## config.mk

```make
export PLATFORM = sky130hd
export DESIGN_NAME = sacc_top
export DESIGN_NICKNAME = d
export VERILOG_FILES = /design/src/sacc_pkg.sv /design/src/sacc_top.sv /design/src/sacc_fifo.sv /design/src/sacc_sar.sv
export VERILOG_INCLUDE_DIRS = /design/src
export SDC_FILE = /design/constraint.sdc
export NUM_CORES = 1
export LEC_CHECK = 0
export BUFFER_PORTS_ARGS = -buffer_cell sky130_fd_sc_hd__buf_2
export CAP_MARGIN = 20
export CORE_MARGIN = 2
export CORE_UTILIZATION = 42
export DETAILED_ROUTE_END_ITERATION = 10
export GPL_TIMING_DRIVEN = 0
export PLACE_DENSITY = 0.59
export SLEW_MARGIN = 15
export SYNTH_ARGS = -nofsm -noshare
export SYNTH_HDL_FRONTEND = slang
export SYNTH_SLANG_ARGS = --single-unit
```

## constraint.sdc

```tcl
create_clock -name mclk -period 2.8 [get_ports mclk]
set_input_delay 0.84 -clock mclk [delete_from_list [all_inputs] [get_ports mclk]]
set_output_delay 0.84 -clock mclk [all_outputs]
set_load 0.1 [all_outputs]
```

## src/sacc_regs.svh

```systemverilog
// Timing counts, result codes and word layout for the serial converter control.
`ifndef SACC_REGS_SVH
`define SACC_REGS_SVH
`define SACC_CLK_PERIOD_NS 20
`define SACC_OSC_PERIOD_NS 100
`define SACC_OSC_DIV ((`SACC_OSC_PERIOD_NS + `SACC_CLK_PERIOD_NS - 1) / `SACC_CLK_PERIOD_NS)
`define SACC_CONV_CLOCKS 20
`define SACC_RES_BITS 14
`define SACC_PAD_BITS 2
`define SACC_WORD_BITS 16
`define SACC_SHIFT_RISES 15
`define SACC_HOLD_EDGES 24
`define SACC_SAMPLE_FIRST 4
`define SACC_FIFO_DEPTH 4
`define SACC_CODE_SPECIAL 14'h3fc0
`define SACC_CODE_ZERO 14'h0000
`define SACC_CODE_FULL 14'h3fff
`endif

```

## src/sacc_pkg.sv

```systemverilog
// Types shared by the serial converter control modules.
`include "sacc_regs.svh"
package sacc_pkg;
  typedef logic [`SACC_RES_BITS-1:0] sacc_code_t;
  typedef logic [`SACC_WORD_BITS-1:0] sacc_word_t;
  typedef enum logic [1:0] {ST_SLEEP, ST_ARMED, ST_ACQUIRE, ST_CONVERT} sacc_state_t;
  typedef struct packed {
    logic sel_n;
    logic strobe;
    logic sclk;
    logic cmp;
  } sacc_pins_t;
endpackage

```

## src/sacc_top.sv

```systemverilog
// Cycle control, serial result shifter and conversion timing of the serial converter.
`timescale 1ns/10ps
`include "sacc_regs.svh"
// Function
// - Select fall with strobe high starts cycle.
// - Top bit ready for first falling clock.
// - Output bit changes only on rising clock or on the load at cycle start.
// - Strobe rise under select low begins cycle.
// - Strobe fall starts sampling, any clock level.
// - Strobe rise releases top bit to output.
// - Select-only variant drives top bit on fall.
// - Result is unipolar straight binary code.
// - Result saturates at both rails.
// - Sleep after conversion, wake on start edge.
// - Approximation runs a fixed 20 oscillator ticks.
// - Output carries previous cycle's result.
// - Cut or initialization cycle gives special code.
// - Result in bits 15 to 2.
// - Sampling spans 20 clocks from fifth.
module sacc_top (
  input logic mclk,
  input logic reset_n,
  input logic select_n,
  input logic frame_strobe,
  input logic sclk,
  input logic cmp_above,
  output logic serial_result_out,
  output logic serial_result_oe,
  output logic sample_hold,
  output logic power_down,
  output sacc_pkg::sacc_code_t dac_trial,
  output logic conv_busy
);
  import sacc_pkg::*;

  localparam sacc_pins_t PINS_IDLE = '{sel_n: 1'b1, strobe: 1'b0, sclk: 1'b0, cmp: 1'b0};

  sacc_pins_t pin_meta, pin_sync, pin_last;
  logic sel_fall, sel_rise, fs_rise, fs_fall, sclk_rise, sclk_fall;
  logic start_sel, start_fs, start_any, special_now, use_special;
  sacc_state_t state, next_state;
  logic [4:0] edge_cnt, next_edge_cnt;
  logic force_code, next_force, next_sample_hold, next_power_down;
  logic sar_start, sar_abort;
  sacc_word_t shreg, next_shreg;
  logic oe, next_oe, seen_fall, next_seen;
  logic [3:0] rise_cnt, next_rise;
  logic [2:0] osc_cnt, next_osc;
  logic conv_tick, next_tick;
  logic res_valid, res_ready, fifo_out_valid, fifo_out_ready;
  sacc_code_t result, fifo_out_data, load_code;

  // The first stage is read only by the second, keeping metastability out of the edge logic.
  always_ff @(posedge mclk) begin
    if (!reset_n) begin
      pin_meta <= PINS_IDLE;
      pin_sync <= PINS_IDLE;
      pin_last <= PINS_IDLE;
    end else begin
      pin_meta <= '{sel_n: select_n, strobe: frame_strobe, sclk: sclk, cmp: cmp_above};
      pin_sync <= pin_meta;
      pin_last <= pin_sync;
    end
  end

  assign sel_fall = pin_last.sel_n & ~pin_sync.sel_n;
  assign sel_rise = ~pin_last.sel_n & pin_sync.sel_n;
  assign fs_rise = ~pin_last.strobe & pin_sync.strobe;
  assign fs_fall = pin_last.strobe & ~pin_sync.strobe;
  assign sclk_rise = ~pin_last.sclk & pin_sync.sclk;
  assign sclk_fall = pin_last.sclk & ~pin_sync.sclk;

  assign start_sel = sel_fall & pin_sync.strobe;
  assign start_fs = fs_rise & ~pin_sync.sel_n;
  assign start_any = start_sel | start_fs;
  assign special_now = start_any && (state == ST_CONVERT || state == ST_ACQUIRE);
  assign use_special = special_now || force_code || !fifo_out_valid;
  assign load_code = use_special ? `SACC_CODE_SPECIAL : fifo_out_data;
  assign fifo_out_ready = start_any && !special_now && !force_code;
  assign sar_abort = start_any && state == ST_CONVERT;

  always_comb begin
    next_state = state;
    next_edge_cnt = edge_cnt;
    next_force = force_code;
    next_power_down = power_down;
    sar_start = 1'b0;
    if (start_any) begin
      next_power_down = 1'b0;
      next_edge_cnt = '0;
      next_force = 1'b0;
      next_state = start_sel ? ST_ACQUIRE : ST_ARMED;
    end else begin
      case (state)
        ST_SLEEP: begin
          next_power_down = 1'b1;
        end
        ST_ARMED: begin
          if (fs_fall) begin
            next_state = ST_ACQUIRE;
          end else if (sel_rise) begin
            next_state = ST_SLEEP;
            next_power_down = 1'b1;
          end
        end
        ST_ACQUIRE: begin
          if (sel_rise) begin
            next_state = ST_SLEEP;
            next_force = 1'b1;
            next_power_down = 1'b1;
          end else if (sclk_fall) begin
            if (edge_cnt == 5'(`SACC_HOLD_EDGES - 1)) begin
              next_state = ST_CONVERT;
              sar_start = 1'b1;
            end
            next_edge_cnt = 5'(edge_cnt + 1'b1);
          end
        end
        ST_CONVERT: begin
          if (!conv_busy) begin
            next_state = ST_SLEEP;
            next_power_down = 1'b1;
          end
        end
        default: begin
          next_state = ST_SLEEP;
        end
      endcase
    end
    next_sample_hold = next_state == ST_ACQUIRE && next_edge_cnt >= 5'(`SACC_SAMPLE_FIRST);
  end

  always_ff @(posedge mclk) begin
    if (!reset_n) begin
      state <= ST_SLEEP;
      edge_cnt <= '0;
      force_code <= 1'b0;
      sample_hold <= 1'b0;
      power_down <= 1'b1;
    end else begin
      state <= next_state;
      edge_cnt <= next_edge_cnt;
      force_code <= next_force;
      sample_hold <= next_sample_hold;
      power_down <= next_power_down;
    end
  end

  always_comb begin
    next_shreg = shreg;
    next_oe = oe;
    next_rise = rise_cnt;
    next_seen = seen_fall;
    if (start_any) begin
      next_shreg = {load_code, {`SACC_PAD_BITS{1'b0}}};
      next_oe = 1'b1;
      next_rise = '0;
      next_seen = 1'b0;
    end else if (sel_rise) begin
      next_oe = 1'b0;
    end else begin
      if (sclk_fall && state != ST_ARMED) begin
        next_seen = 1'b1;
      end
      if (sclk_rise && oe && seen_fall) begin
        if (rise_cnt == 4'(`SACC_SHIFT_RISES)) begin
          next_oe = 1'b0;
        end else begin
          next_shreg = shreg << 1;
          next_rise = 4'(rise_cnt + 1'b1);
        end
      end
    end
  end

  always_ff @(posedge mclk) begin
    if (!reset_n) begin
      shreg <= '0;
      oe <= 1'b0;
      rise_cnt <= '0;
      seen_fall <= 1'b0;
    end else begin
      shreg <= next_shreg;
      oe <= next_oe;
      rise_cnt <= next_rise;
      seen_fall <= next_seen;
    end
  end

  assign serial_result_out = shreg[`SACC_WORD_BITS-1];
  assign serial_result_oe = oe;

  // The oscillator stand-in restarts with each conversion, so the first decision sees a settled comparator.
  // restart on start
  always_comb begin
    next_tick = !sar_start && osc_cnt == 3'(`SACC_OSC_DIV - 1);
    next_osc = (sar_start || next_tick) ? '0 : 3'(osc_cnt + 1'b1);
  end

  always_ff @(posedge mclk) begin
    if (!reset_n) begin
      osc_cnt <= '0;
      conv_tick <= 1'b0;
    end else begin
      osc_cnt <= next_osc;
      conv_tick <= next_tick;
    end
  end

  sacc_sar u_sar (
    .mclk(mclk),
    .reset_n(reset_n),
    .conv_tick(conv_tick),
    .start(sar_start),
    .abort(sar_abort),
    .cmp_above(pin_sync.cmp),
    .trial(dac_trial),
    .busy(conv_busy),
    .res_valid(res_valid),
    .res_ready(res_ready),
    .result(result)
  );

  sacc_fifo #(
    .WIDTH(`SACC_RES_BITS),
    .DEPTH(`SACC_FIFO_DEPTH)
  ) u_fifo (
    .mclk(mclk),
    .reset_n(reset_n),
    .in_valid(res_valid),
    .in_ready(res_ready),
    .in_data(result),
    .out_valid(fifo_out_valid),
    .out_ready(fifo_out_ready),
    .out_data(fifo_out_data)
  );

  chk_select_start:
    assert property (@(posedge mclk) disable iff (!reset_n)
      start_sel |=> state == ST_ACQUIRE && serial_result_oe && edge_cnt == '0 && !power_down)
    else $error("Select fall with strobe high did not start a cycle.");

  chk_msb_first:
    assert property (@(posedge mclk) disable iff (!reset_n)
      start_sel && state == ST_SLEEP && !force_code && fifo_out_valid
      |=> serial_result_out == $past(fifo_out_data[`SACC_RES_BITS-1]))
    else $error("Top result bit was not presented at cycle start.");

  chk_shift_on_rise:
    assert property (@(posedge mclk) disable iff (!reset_n)
      !start_any && !sclk_rise |=> shreg == $past(shreg))
    else $error("Output word changed without a rising serial clock.");

  chk_strobe_release:
    assert property (@(posedge mclk) disable iff (!reset_n)
      start_fs |=> state == ST_ARMED && serial_result_oe && !power_down)
    else $error("Strobe rise did not release the top bit.");

  chk_strobe_fall_start:
    assert property (@(posedge mclk) disable iff (!reset_n)
      state == ST_ARMED && fs_fall && !start_any |=> state == ST_ACQUIRE && edge_cnt == '0)
    else $error("Strobe fall did not begin sampling.");

  chk_sample_start:
    assert property (@(posedge mclk) disable iff (!reset_n)
      state == ST_ACQUIRE && sclk_fall && edge_cnt == 5'h3 && !sel_rise && !start_any |=> sample_hold)
    else $error("Sampling did not begin at the fifth clock.");

  chk_hold_convert:
    assert property (@(posedge mclk) disable iff (!reset_n)
      state == ST_ACQUIRE && sclk_fall && edge_cnt == 5'h17 && !sel_rise && !start_any
      |=> state == ST_CONVERT && conv_busy && !sample_hold)
    else $error("Conversion did not start after the 24th falling edge.");

  chk_cut_code:
    assert property (@(posedge mclk) disable iff (!reset_n)
      state == ST_CONVERT && start_sel |=> shreg[`SACC_WORD_BITS-1:`SACC_PAD_BITS] == `SACC_CODE_SPECIAL)
    else $error("Cut conversion did not yield the special code.");

  chk_auto_sleep:
    assert property (@(posedge mclk) disable iff (!reset_n)
      state == ST_CONVERT && !conv_busy && !start_any |=> power_down && state == ST_SLEEP)
    else $error("Device did not power down after conversion.");

  chk_word_end:
    assert property (@(posedge mclk) disable iff (!reset_n)
      oe && sclk_rise && seen_fall && rise_cnt == 4'hf && !start_any && !sel_rise |=> !serial_result_oe)
    else $error("Output not released after the last word bit.");
endmodule

```

## src/sacc_fifo.sv

```systemverilog
// Result buffer between the converter and the serial output shifter.
`timescale 1ns/10ps
module sacc_fifo #(
  parameter int WIDTH = 14,
  parameter int DEPTH = 4
) (
  input logic mclk,
  input logic reset_n,
  input logic in_valid,
  output logic in_ready,
  input logic [WIDTH-1:0] in_data,
  output logic out_valid,
  input logic out_ready,
  output logic [WIDTH-1:0] out_data
);
  // Pointers wrap naturally, so the depth must be a power of two.
  localparam int AW = $clog2(DEPTH);
  logic [WIDTH-1:0] mem [DEPTH];
  logic [AW-1:0] wr_ptr, rd_ptr, next_wr_ptr, next_rd_ptr;
  logic [AW:0] fill, next_fill;
  logic push, pop;

  assign in_ready = fill != (AW+1)'(DEPTH);
  assign out_valid = fill != '0;
  assign out_data = mem[rd_ptr];
  assign push = in_valid && in_ready;
  assign pop = out_valid && out_ready;

  always_comb begin
    next_wr_ptr = push ? AW'(wr_ptr + 1'b1) : wr_ptr;
    next_rd_ptr = pop ? AW'(rd_ptr + 1'b1) : rd_ptr;
    case ({push, pop})
      2'b10: next_fill = (AW+1)'(fill + 1'b1);
      2'b01: next_fill = (AW+1)'(fill - 1'b1);
      default: next_fill = fill;
    endcase
  end

  always_ff @(posedge mclk) begin
    if (!reset_n) begin
      wr_ptr <= '0;
      rd_ptr <= '0;
      fill <= '0;
    end else begin
      wr_ptr <= next_wr_ptr;
      rd_ptr <= next_rd_ptr;
      fill <= next_fill;
    end
  end

  always_ff @(posedge mclk) begin
    if (push) begin
      mem[wr_ptr] <= in_data;
    end
  end
endmodule

```

## src/sacc_sar.sv

```systemverilog
// Successive-approximation stepper that drives the trial code and holds the result.
`timescale 1ns/10ps
`include "sacc_regs.svh"
module sacc_sar (
  input logic mclk,
  input logic reset_n,
  input logic conv_tick,
  input logic start,
  input logic abort,
  input logic cmp_above,
  output sacc_pkg::sacc_code_t trial,
  output logic busy,
  output logic res_valid,
  input logic res_ready,
  output sacc_pkg::sacc_code_t result
);
  import sacc_pkg::*;
  logic [4:0] step, next_step;
  sacc_code_t probe, next_probe, next_trial, next_result;
  logic next_busy, next_res_valid;

  always_comb begin
    next_step = step;
    next_probe = probe;
    next_trial = trial;
    next_busy = busy;
    next_res_valid = res_valid;
    next_result = result;
    if (res_valid && res_ready) begin
      next_res_valid = 1'b0;
    end
    if (abort) begin
      next_busy = 1'b0;
      next_probe = '0;
    end else if (start) begin
      next_busy = 1'b1;
      next_step = '0;
      next_probe = {1'b1, {(`SACC_RES_BITS-1){1'b0}}};
      next_trial = {1'b1, {(`SACC_RES_BITS-1){1'b0}}};
    end else if (busy && conv_tick) begin
      if (step == 5'(`SACC_CONV_CLOCKS - 1)) begin
        // A full buffer stalls the finish rather than losing a result.
        if (!res_valid || res_ready) begin
          next_busy = 1'b0;
          next_res_valid = 1'b1;
          next_result = trial;
        end
      end else begin
        next_step = 5'(step + 1'b1);
        next_trial = (cmp_above ? trial : (trial & ~probe)) | (probe >> 1);
        next_probe = probe >> 1;
      end
    end
  end

  always_ff @(posedge mclk) begin
    if (!reset_n) begin
      step <= '0;
      probe <= '0;
      trial <= `SACC_CODE_ZERO;
      busy <= 1'b0;
      res_valid <= 1'b0;
      result <= `SACC_CODE_ZERO;
    end else begin
      step <= next_step;
      probe <= next_probe;
      trial <= next_trial;
      busy <= next_busy;
      res_valid <= next_res_valid;
      result <= next_result;
    end
  end

  chk_conv_start:
    assert property (@(posedge mclk) disable iff (!reset_n)
      start && !abort |=> busy && trial == {1'b1, {(`SACC_RES_BITS-1){1'b0}}} ##1 busy)
    else $error("Conversion did not start with the top trial bit.");

  chk_bit_keep:
    assert property (@(posedge mclk) disable iff (!reset_n)
      busy && conv_tick && !abort && !start && cmp_above && probe != '0 |=> (trial & $past(probe)) != '0)
    else $error("A bit the comparator accepted was dropped.");
endmodule

```

==> impl_metrics.py, run 1 <==
metrics = {
    "die": {
        "die_width_um": 127,
        "coreArea_sq_um": 15000,
        "num_rows": 45,
        "ioPinCount": 25,
        "die_area_sq_um": 16200,
        "die_h_um": 127,
        "start_util": 0.425,
    },
    "global_route": {
        "met1_usage": 0.198,
        "grt.busiest_layer": "met2",
        "grt_use_total": 0.163,
        "met2_usage": 0.273,
        "grt_max_degree": 17,
        "antenna_found_initial": 0,
        "grt_pass1_wl_mm": 20.1,
        "grt_use_met3": 0.0389,
        "grt_pass1_vias": 4010,
        "grt-ovfl-total": 0,
    },
    "yosys": {
        "netlist_top_cells_area": "dfxtp_1, edfxtp_1, mux4_2, nand2_1, mux2i_1",
        "synthMuxAreaShare": 0.0886,
        "ys_ff_latch": 159,
        "synth-adder-area-share": 0.0306,
        "ys_seq_area_frac": 0.586,
        "synth_simple_gate_area_share": 0.138,
        "async_flop_share": 0,
        "synth_top_family_by_area": "simple AND/OR/NAND/NOR gates",
        "synth-compound-area-share": 0.0962,
        "yosys_warnings": 0,
        "netlist.area_leader.share": 0.323,
        "syn_avg_cell_area_sq_um": 11.5,
        "synth_top_area_cell": "dfxtp_1",
        "synthesis.area_sq_um": 6380,
        "synth_cells": 556,
        "synth_edf_count": 56,
        "synth_nets": 577,
        "synth-xor-area-share": 0.0206,
        "synthDistinctLibCells": 56,
        "synth-main-ff-cell": "dfxtp_1",
    },
    "hold_path": {
        "hold_path.class": "reg2reg",
        "hp-start": "pin_meta[3]",
        "hold_end": "pin_sync[3]",
        "min_path_cells": 1,
    },
    "layout": {
        "finalCoreUtilization": 0.490,
        "area_delta_synth_final_pct": 15.3,
        "layout-drive-gt1-share": 0.164,
        "final_nets": 620,
        "layout.cells.most_common": "dfxtp_1",
        "layout_common_cells": "dfxtp_1, nand2_1, edfxtp_1",
        "antenna_cells": 0,
    },
    "cts": {
        "path_clk_slew_ns": 0.06,
        "clock_latency_ns": 0.42,
        "root_buffer": "clkbuf_16",
        "cts_made_buffers": 17,
        "cts.sinks": 159,
        "clock_path_buffers": 2,
        "cts_tree": "yes",
        "h-tree-depth": 4,
        "postCtsHoldBufs": 0,
    },
    "timing": {
        "finalHoldViolations": 0,
        "tightest_slew_ns": 0.760,
        "max_freq_mhz": 375,
        "timing.hold.ws_ns": 0.408,
        "fin_crit_ns": 2.67,
        "relSlewSlack": 0.493,
        "finalCritPeriodShare": 0.953,
        "slew_viol_final": 0,
        "fin_skew_ns": 0.00838,
        "rsz0062_at_grt": "false",
        "setup_viol": 0,
    },
    "detailed_routing": {
        "vias": 4074,
        "ant_nets": 0,
        "drc": 0,
        "dr.first_iter.drc_count": 216,
        "first_pass_iters": 4,
        "wl_per_cell_um": 15.4,
        "wl_mm": 12.3,
        "viasPerCell": 5.10,
    },
    "setup_path": {
        "r2r-start": "state[0]",
        "path_class": "reg2reg",
        "cp-end-kind": "flop",
        "worstSetupStartpointType": "flop",
        "r2r_cells": 11,
        "crit_required_ns": 3.15,
        "arrival_ns": 3.02,
        "reg2reg_slack_ns": 0.13,
        "r2r-end": "u_fifo.fill[2]",
        "cp_max_fo": 6,
    },
    "pwr": {
        "pwr-share-comb": 0.015,
        "power_leakage_nw": 2.58,
        "pwr_density_cell_nw_per_um2": 653,
        "p_int_w": 0.00388,
        "p_seq_frac": 0.499,
        "clkPwrFrac": 0.486,
        "vdd_drop_max_mv": 0.319,
        "switchingPower_w": 0.000923,
        "swShare": 0.192,
    },
    "placed_design": {
        "portBuffers": 23,
        "dp_hpwl_mm": 8.54,
        "place_congestion": 0.785,
    },
    "job": {
        "maxCapViolations": 0,
    },
    "outcome": {
        "status": "completed",
    },
}
worst max path at each step:
stage	startpoint	end	slack, ns	cells after the start
floorplan	state[0]	u_fifo.fill[2]	0.11	11
finish	state[0]	u_fifo.fill[2]	0.13	11
global placement	state[0]	u_fifo.fill[2]	-0.07	11
global route	state[0]	u_fifo.fill[2]	0.0005	11
detailed placement	state[0]	u_fifo.fill[2]	-0.12	11
CTS	state[0]	u_fifo.fill[2]	0.01	11
registers in the layout, indices dropped and copies added, names as in the netlist, 3 cells and up, named ones only:
| signal | count |
|---|---|
| u_fifo.mem | 56 |
| pin_last | 3 |
| shreg | 14 |
| edge_cnt | 5 |
| u_sar.step | 5 |
| osc_cnt | 3 |
| u_fifo.fill | 3 |
| pin_sync | 4 |
| pin_meta | 4 |
| u_sar.result | 14 |
| rise_cnt | 4 |
| u_sar.trial | 14 |
| u_sar.probe | 14 |
critical path, stage by stage, from the launching register on:
cell	delay, ns
dfxtp_2	0.35
inv_1	0.09
ha_4	0.19
or4_1	0.45
or2_1	0.26
inv_4	0.07
ha_1	0.17
inv_1	0.06
fa_1	0.37
xor2_1	0.16
or3_1	0.31
a21boi_1	0.12
timing repair:
item / 4_1_cts / 5_1_grt
endpoints found under the hold margin: 0 / 0
pin swaps: 0 / 1
buffers inserted: 0 / 1
resized for setup: 4 / 3
endpoints found under the setup margin: 1 / 1
cell usage after synthesis, drive strengths merged (3+ instances only):
cell type    n
a21boi       6
a21oi       39
a221oi       7
and2        18
and3         3
buf         10
clkbuf      17
dfxtp      103
edfxtp      56
ha          14
inv         26
mux2i       25
mux4        14
nand2       85
nand2b       7
nand4        6
nor2        28
nor2b        6
nor3         3
nor3b        5
o21ai       33
or2          3
xnor2        6
xor2         9
area by class of cell:
type | count | area [sq um]
multi-input cells | 343 | 2400
fillers | 1340 | 7670
clock inverters | 13 | 171
clock buffers | 18 | 429
well taps | 188 | 235
inverters | 27 | 104
repair buffers | 24 | 123
plain buffers | 27 | 153
flip-flops and latches | 159 | 3740
power groups by stage:
stage,logic (W),clock network [W],registers [W]
after floorplan,0.0000464,0,0.00245
after global placement,0.0000720,0,0.00245
after detailed placement,0.0000736,0,0.00245
after CTS,0.0000742,0.00238,0.00240
after global routing,0.0000833,0.00248,0.00240
final,0.0000724,0.00234,0.00240
logic make-up (layout without fill, tap and decap cells):
logic type | after synthesis | count (layout)
XOR/XNOR | 15 | 15
AO/OA/AOI/OAI | 97 | 97
AND/OR/NAND/NOR | 177 | 177
buffers and inverters | 54 | 109
flip-flops | 159 | 159
adder cells (fa/ha/maj) | 15 | 15
multiplexers | 39 | 39
metal layers:
metal	routed length [um]	vias to the layer above	share of wire
li1	-	2024	-
met1	5580	1976	0.45
met2	6140	56	0.50
met3	362	18	0.029
met4	234	0	0.019
met5	0	-	0
per-stage QoR:
step / TNS, ns / setup slack, ns / total power [W] / area, sq um / std cells
floorplan: 0 / 0.114 / 0.00249 / 6380 / 556
global route: 0 / 0.000488 / 0.00496 / 7360 / 799
finish: 0 / 0.132 / 0.00481 / 7360 / 799
CTS: 0 / 0.0120 / 0.00485 / 7340 / 798
global placement: -0.0747 / -0.0747 / 0.00252 / 6730 / 767
detailed placement: -0.122 / -0.122 / 0.00252 / 6730 / 767
Note: power is estimated with default switching activity, not from simulation.
==> inputs of run 2 (changes only) <==
Settings changed: ABC_AREA from default to 1, PLACE_DENSITY 0.59 to 0.57, SLEW_MARGIN 15 to 30.
Clock period 2.8 ns to 2.7 ns, I/O delays scaled along.
==> run 2 against run 1 <==
Effect of this change:
- synthesized area grew 3.4%
- register-to-register slack improved by 0.14 ns
- worst setup slack improved by 0.14 ns
- synthesized cell count is 31% higher
- global-route usage rose by 1.9 points
- largest cell class unchanged
- largest power group unchanged
- critical endpoint unchanged
- cell count rose by 25%
- worst hold slack improved by 0.0073 ns
- clock power increased by 6%
- routed wire length grew 14%
==> impl_metrics.py, run 2 <==
metrics = {
    "die": {
        "start_util": 0.433,
        "num_rows": 45,
        "die_h_um": 129,
        "die_width_um": 129,
        "ioPinCount": 25,
        "coreArea_sq_um": 15300,
        "die_area_sq_um": 16700,
    },
    "cts": {
        "clock_latency_ns": 0.43,
        "cts_tree": "yes",
        "cts.sinks": 159,
        "h-tree-depth": 4,
        "root_buffer": "clkbuf_16",
        "cts_made_buffers": 17,
        "cts_resized": 0,
        "postCtsHoldBufs": 0,
        "path_clk_slew_ns": 0.07,
        "clock_path_buffers": 2,
        "cts_setup_buffers": 0,
    },
    "pwr": {
        "pwr_density_cell_nw_per_um2": 662,
        "swShare": 0.212,
        "clkPwrFrac": 0.490,
        "p_seq_frac": 0.494,
        "switchingPower_w": 0.00107,
        "vdd_drop_max_mv": 0.352,
        "pwr-share-comb": 0.016,
        "power_leakage_nw": 2.93,
        "p_int_w": 0.00397,
        "total_power_w": 0.00503,
    },
    "global_route": {
        "grt-ovfl-total": 0,
        "antenna_found_initial": 0,
        "grt_max_degree": 17,
        "grt_use_total": 0.182,
        "grt_pass1_wl_mm": 23.3,
        "grt_pass1_vias": 4695,
    },
    "setup_path": {
        "worstSetupStartpointType": "flop",
        "critPathSlowestCell": "dfxtp_1",
        "crit_family": "adder cells",
        "r2r_cells": 12,
        "r2r-end": "u_fifo.fill[2]",
        "cp_max_fo": 9,
        "r2r-start": "state[0]",
        "critPathBufInv": 2,
        "arrival_ns": 2.74,
        "crit_chain": "inv_1 -> ha_1 -> nor2_1 -> nand2_1 -> nor2_8 -> ha_1 -> inv_1 -> fa_1 -> a21oi_1 -> o21ai_0 -> o21ai_0 -> a21oi_1",
        "worstSetupStartpoint": "state[0]",
        "cp-endpoint": "u_fifo.fill[2]",
        "critPathMaxStageDelay_ns": 0.37,
        "reg2reg_slack_ns": 0.27,
        "cp-end-kind": "flop",
        "crit_cells": 12,
        "crit_required_ns": 3.01,
        "path_class": "reg2reg",
    },
    "yosys": {
        "synth_edf_count": 56,
        "async_flop_share": 0,
        "yosys_warnings": 0,
        "synthDistinctLibCells": 39,
        "synth_nets": 750,
        "netlist.area_leader.share": 0.312,
        "ys_ff_latch": 159,
        "synth_cells": 729,
        "syn_avg_cell_area_sq_um": 9.06,
        "synth.most_common_cell": "nand2_1",
        "synth_commonest_cells": "nand2_1, dfxtp_1, a21oi_1, nor2_1, o21ai_0",
        "ys_seq_area_frac": 0.567,
        "synthesis.area_sq_um": 6600,
        "synth-main-ff-cell": "dfxtp_1",
        "synth_top_area_cell": "dfxtp_1",
        "netlist_top_cells_area": "dfxtp_1, edfxtp_1, nand2_1, a21oi_1, o21ai_0",
    },
    "layout": {
        "area_delta_synth_final_pct": 15.2,
        "antenna_cells": 0,
        "design_area_sq_um": 7610,
        "final_nets": 793,
        "top_register": "u_fifo.mem",
        "layout-drive-gt1-share": 0.135,
        "finalCoreUtilization": 0.499,
        "layout.cells.most_common": "nand2_1",
        "largest_reg_flops": 56,
        "layout_common_cells": "nand2_1, dfxtp_1, a21oi_1",
    },
    "timing": {
        "fin_skew_ns": 0.00837,
        "setup_viol": 0,
        "finalHoldViolations": 0,
        "finalCritPeriodShare": 0.900,
        "relSlewSlack": 0.416,
        "rsz0062_at_grt": "false",
        "tightest_slew_ns": 0.874,
        "timing.hold.ws_ns": 0.415,
        "max_freq_mhz": 411,
        "fin_crit_ns": 2.43,
        "tns_ns": 0,
        "slew_viol_final": 0,
    },
    "outcome": {
        "status": "completed",
    },
    "detailed_routing": {
        "first_pass_iters": 6,
        "wl_per_cell_um": 14.1,
        "vias": 4919,
        "ant_nets": 0,
        "viasPerCell": 4.94,
        "wl_mm": 14.1,
        "drc": 0,
        "dr.first_iter.drc_count": 339,
    },
    "placed_design": {
        "portBuffers": 24,
        "place_area_sq_um": 7000,
        "place_congestion": 0.857,
        "dp_hpwl_mm": 9.86,
    },
    "job": {
        "maxCapViolations": 0,
    },
    "hold_path": {
        "hold_path.class": "reg2reg",
    },
}
[run 2: changes by cell type after synthesis, moves of 20 or more]
cell and delta:
nor2_1 +42, inv_1 +36, a21oi_1 +37, nand2_1 +63, mux2i_1 -25, o21ai_0 +46, nand3_1 +20
[run 2: how the worst min path moves through the flow]
stage	from	endpoint	slack [ns]	cells past startpoint
2_1_floorplan	pin_meta[0]	pin_sync[0]	0.39	2
3_5_place_dp	pin_meta[3]	pin_sync[3]	0.40	1
6_report	pin_meta[0]	pin_sync[0]	0.41	2
3_3_place_gp	pin_meta[1]	pin_sync[1]	0.39	2
5_1_grt	pin_meta[3]	pin_sync[3]	0.43	1
4_1_cts	pin_meta[1]	pin_sync[1]	0.41	2
[run 2: power groups by stage]
stage	combinational, W	sequential (W)	clock [W]
floorplan	0.0000534	0.00254	0
global placement	0.0000782	0.00254	0
detailed placement	0.0000807	0.00254	0
CTS	0.0000812	0.00249	0.00252
global route	0.0000908	0.00249	0.00262
finish	0.0000792	0.00249	0.00247
[run 2: per-stage QoR]
stage	cells	setup slack, ns
6_report	996	0.270
5_1_grt	996	0.0243
4_1_cts	996	0.274
3_5_place_dp	964	0.300
3_3_place_gp	964	0.309
2_1_floorplan	729	0.512
[run 2: cells by family after synthesis]
family,after synthesis,synth area share
and+or+nand+nor,285,0.201
AOI/OAI and AO/OA,165,0.130
DFF,159,0.567
buffers and inverters,99,0.0644
xor gates and xnor gates,6,0.00796
adders and majority gates,15,0.0296
[run 2: worst min-delay path: stages, from the launching register on]
cell and delay, ns:
dfxtp_1 0.31, nand2_1 0.05, inv_1 0.04
[run 2: final cells by class]
| class | count | area (sq um) |
|---|---|---|
| Buffer | 27 | 155 |
| Clock buffer | 18 | 429 |
| Clock inverter | 14 | 183 |
| Fill cell | 1442 | 7650 |
| Inverter | 72 | 270 |
| Multi-Input combinational cell | 471 | 2440 |
| Sequential cell | 159 | 3740 |
| Tap cell | 211 | 264 |
| Timing Repair Buffer | 24 | 120 |
[run 2: routing by layer]
layer	routed length [um]	vias to the layer above	GRT usage
met5	0	-	0
met4	305	0	0.0786
met3	435	23	0.0380
met2	6790	76	0.303
met1	6540	2297	0.230
li1	-	2523	-
==> inputs of run 3 (changes only) <==
Settings changed: ABC_AREA 1 to default, RECOVER_POWER from default to 25, SLEW_MARGIN 30 to default.
==> run 3 against run 2 <==
Effect of this change:
- register-to-register slack got worse by 0.15 ns
- final area shrank 2.9%
- critical path depth shrank 1
- sequential power about the same
- count of clock-buffer cells in the layout shrank 1
- worst setup slack worse by 0.15 ns
- sequential cell count is the same
==> impl_metrics.py, run 3 (synthesis gave the netlist of run 1 again) <==
metrics = {
    "pwr": {
        "total_power_w": 0.00485,
        "pwr_density_cell_nw_per_um2": 657,
        "power_leakage_nw": 2.59,
        "vdd_drop_max_mv": 0.469,
    },
    "detailed_routing": {
        "dr.first_iter.drc_count": 212,
        "viasPerCell": 5.02,
        "wl_mm": 12.1,
        "drc": 0,
        "vias": 4026,
        "ant_nets": 0,
        "wl_per_cell_um": 15.1,
        "first_pass_iters": 4,
    },
    "die": {
        "die_width_um": 127,
        "num_rows": 45,
        "die_h_um": 127,
        "coreArea_sq_um": 15000,
        "die_area_sq_um": 16200,
        "start_util": 0.425,
        "ioPinCount": 25,
    },
    "global_route": {
        "grt_pass1_wl_mm": 20.5,
        "grt-ovfl-total": 0,
        "antenna_found_initial": 0,
        "grt_pass1_vias": 4150,
        "grt_use_total": 0.165,
        "grt_max_degree": 17,
    },
    "timing": {
        "setup_slack_ns": 0.120,
        "slew_viol_final": 0,
        "finalHoldViolations": 0,
        "max_freq_mhz": 388,
        "setup_viol": 0,
        "rsz0062_at_grt": "false",
        "tightest_slew_ns": 0.749,
        "fin_skew_ns": 0.00874,
        "finalCritPeriodShare": 0.956,
        "fin_crit_ns": 2.58,
        "relSlewSlack": 0.501,
        "timing.hold.ws_ns": 0.417,
    },
    "layout": {
        "layout.cells.most_common": "dfxtp_1",
        "top_register": "u_fifo.mem",
        "layout-drive-gt1-share": 0.181,
        "instances_no_fill": 802,
        "largest_reg_flops": 56,
        "layout_common_cells": "dfxtp_1, nand2_1, edfxtp_1",
        "final_nets": 622,
        "design_area_sq_um": 7390,
        "area_delta_synth_final_pct": 15.7,
        "nFillCells": 1327,
        "antenna_cells": 0,
    },
    "placed_design": {
        "place_congestion": 0.793,
        "place_area_sq_um": 6730,
        "place_ws_ns": -0.235,
        "dp.cells": 767,
        "dp_hpwl_mm": 8.58,
        "portBuffers": 23,
    },
    "cts": {
        "postCtsHoldBufs": 0,
        "h-tree-depth": 4,
        "cts.sinks": 159,
        "clock_latency_ns": 0.43,
        "clock_path_buffers": 2,
        "cts_made_buffers": 17,
        "path_clk_slew_ns": 0.06,
        "cts_tree": "yes",
        "root_buffer": "clkbuf_16",
    },
    "outcome": {
        "status": "completed",
    },
    "job": {
        "maxCapViolations": 0,
    },
    "setup_path": {
        "path_class": "reg2reg",
        "crit_chain": "inv_2 -> ha_4 -> or4_1 -> or2_4 -> inv_8 -> ha_4 -> inv_1 -> fa_2 -> xor2_1 -> or3_1 -> a21boi_1",
        "cp_max_fo": 6,
        "critPathMaxStageDelay_ns": 0.46,
        "r2r_cells": 11,
        "crit_top_cell": "ha_4",
        "cp-end-kind": "flop",
        "worstSetupStartpointType": "flop",
        "arrival_ns": 2.94,
        "critPathSlowestCell": "or4_1",
        "crit_required_ns": 3.06,
    },
    "hold_path": {
        "min_path_cells": 1,
        "hold_path.class": "reg2reg",
    },
}
==> run 3: changes by cell type in the layout (fill, tap and decap cells not counted), sizes merged, moves of 24 or more <==
cell / previous run / this run
a21oi: 76 / 39
inv: 74 / 35
nand2: 155 / 85
mux2i: 0 / 25
o21ai: 70 / 33
nand3: 26 / 2
nor2: 77 / 28
==> run 3: routing by layer <==
| metal | GRT usage | up-vias | wire, um |
|---|---|---|---|
| met5 | 0 | - | 0 |
| met4 | 0.0621 | 0 | 163 |
| met3 | 0.0511 | 10 | 533 |
| met2 | 0.271 | 68 | 5870 |
| met1 | 0.205 | 1915 | 5520 |
| li1 | - | 2033 | - |
==> run 3: final timing paths <==
check,start,end,slack [ns]
setup reg to reg,state[0],u_fifo.fill[2],0.12
setup / recovery,state[0],u_fifo.fill[2],0.12
hold reg to reg,pin_meta[3],pin_sync[3],0.42
hold / removal,pin_meta[3],pin_sync[3],0.42
==> run 3: layout make-up <==
cell class / instances / area (sq um) / share of cell area
clock buffer: 17 / 425 / 0.0576
multi-input combinational: 343 / 2430 / 0.329
clock inverter: 15 / 150 / 0.0203
timing repair buffer: 26 / 138 / 0.0186
tap: 188 / 235 / 0.0318
inverter: 27 / 109 / 0.0147
sequential: 159 / 3750 / 0.507
buffer: 27 / 153 / 0.0207
==> run 3: critical path, delay by kind of cell (launching register included) <==
kind,cells,cell delay (ns)
AND/OR/NAND/NOR,3,1.05
buffers and inverters,3,0.16
AO/OA/AOI/OAI,1,0.14
adder cells (fa/ha/maj),3,0.63
flip-flops,1,0.37
XOR/XNOR,1,0.15
==> run 3: repair_timing <==
| item | CTS | global route |
|---|---|---|
| setup endpoints to repair | 1 | 1 |
| pin swaps | 0 | 1 |
| resized for setup | 12 | 4 |
| buffers inserted | 1 | 2 |
==> run 3: power by group <==
part	switching (W)	internal, W
clock network	0.00100	0.00130
logic	0.0000518	0.0000237
registers	0.00000851	0.00247
total	0.00106	0.00379
==> run 3: per-stage QoR <==
stage,util,setup TNS [ns]
after CTS,0.490,0
after global placement,0.448,-0.184
final,0.491,0
after detailed placement,0.448,-0.235
after global routing,0.491,0
after floorplan,-,0
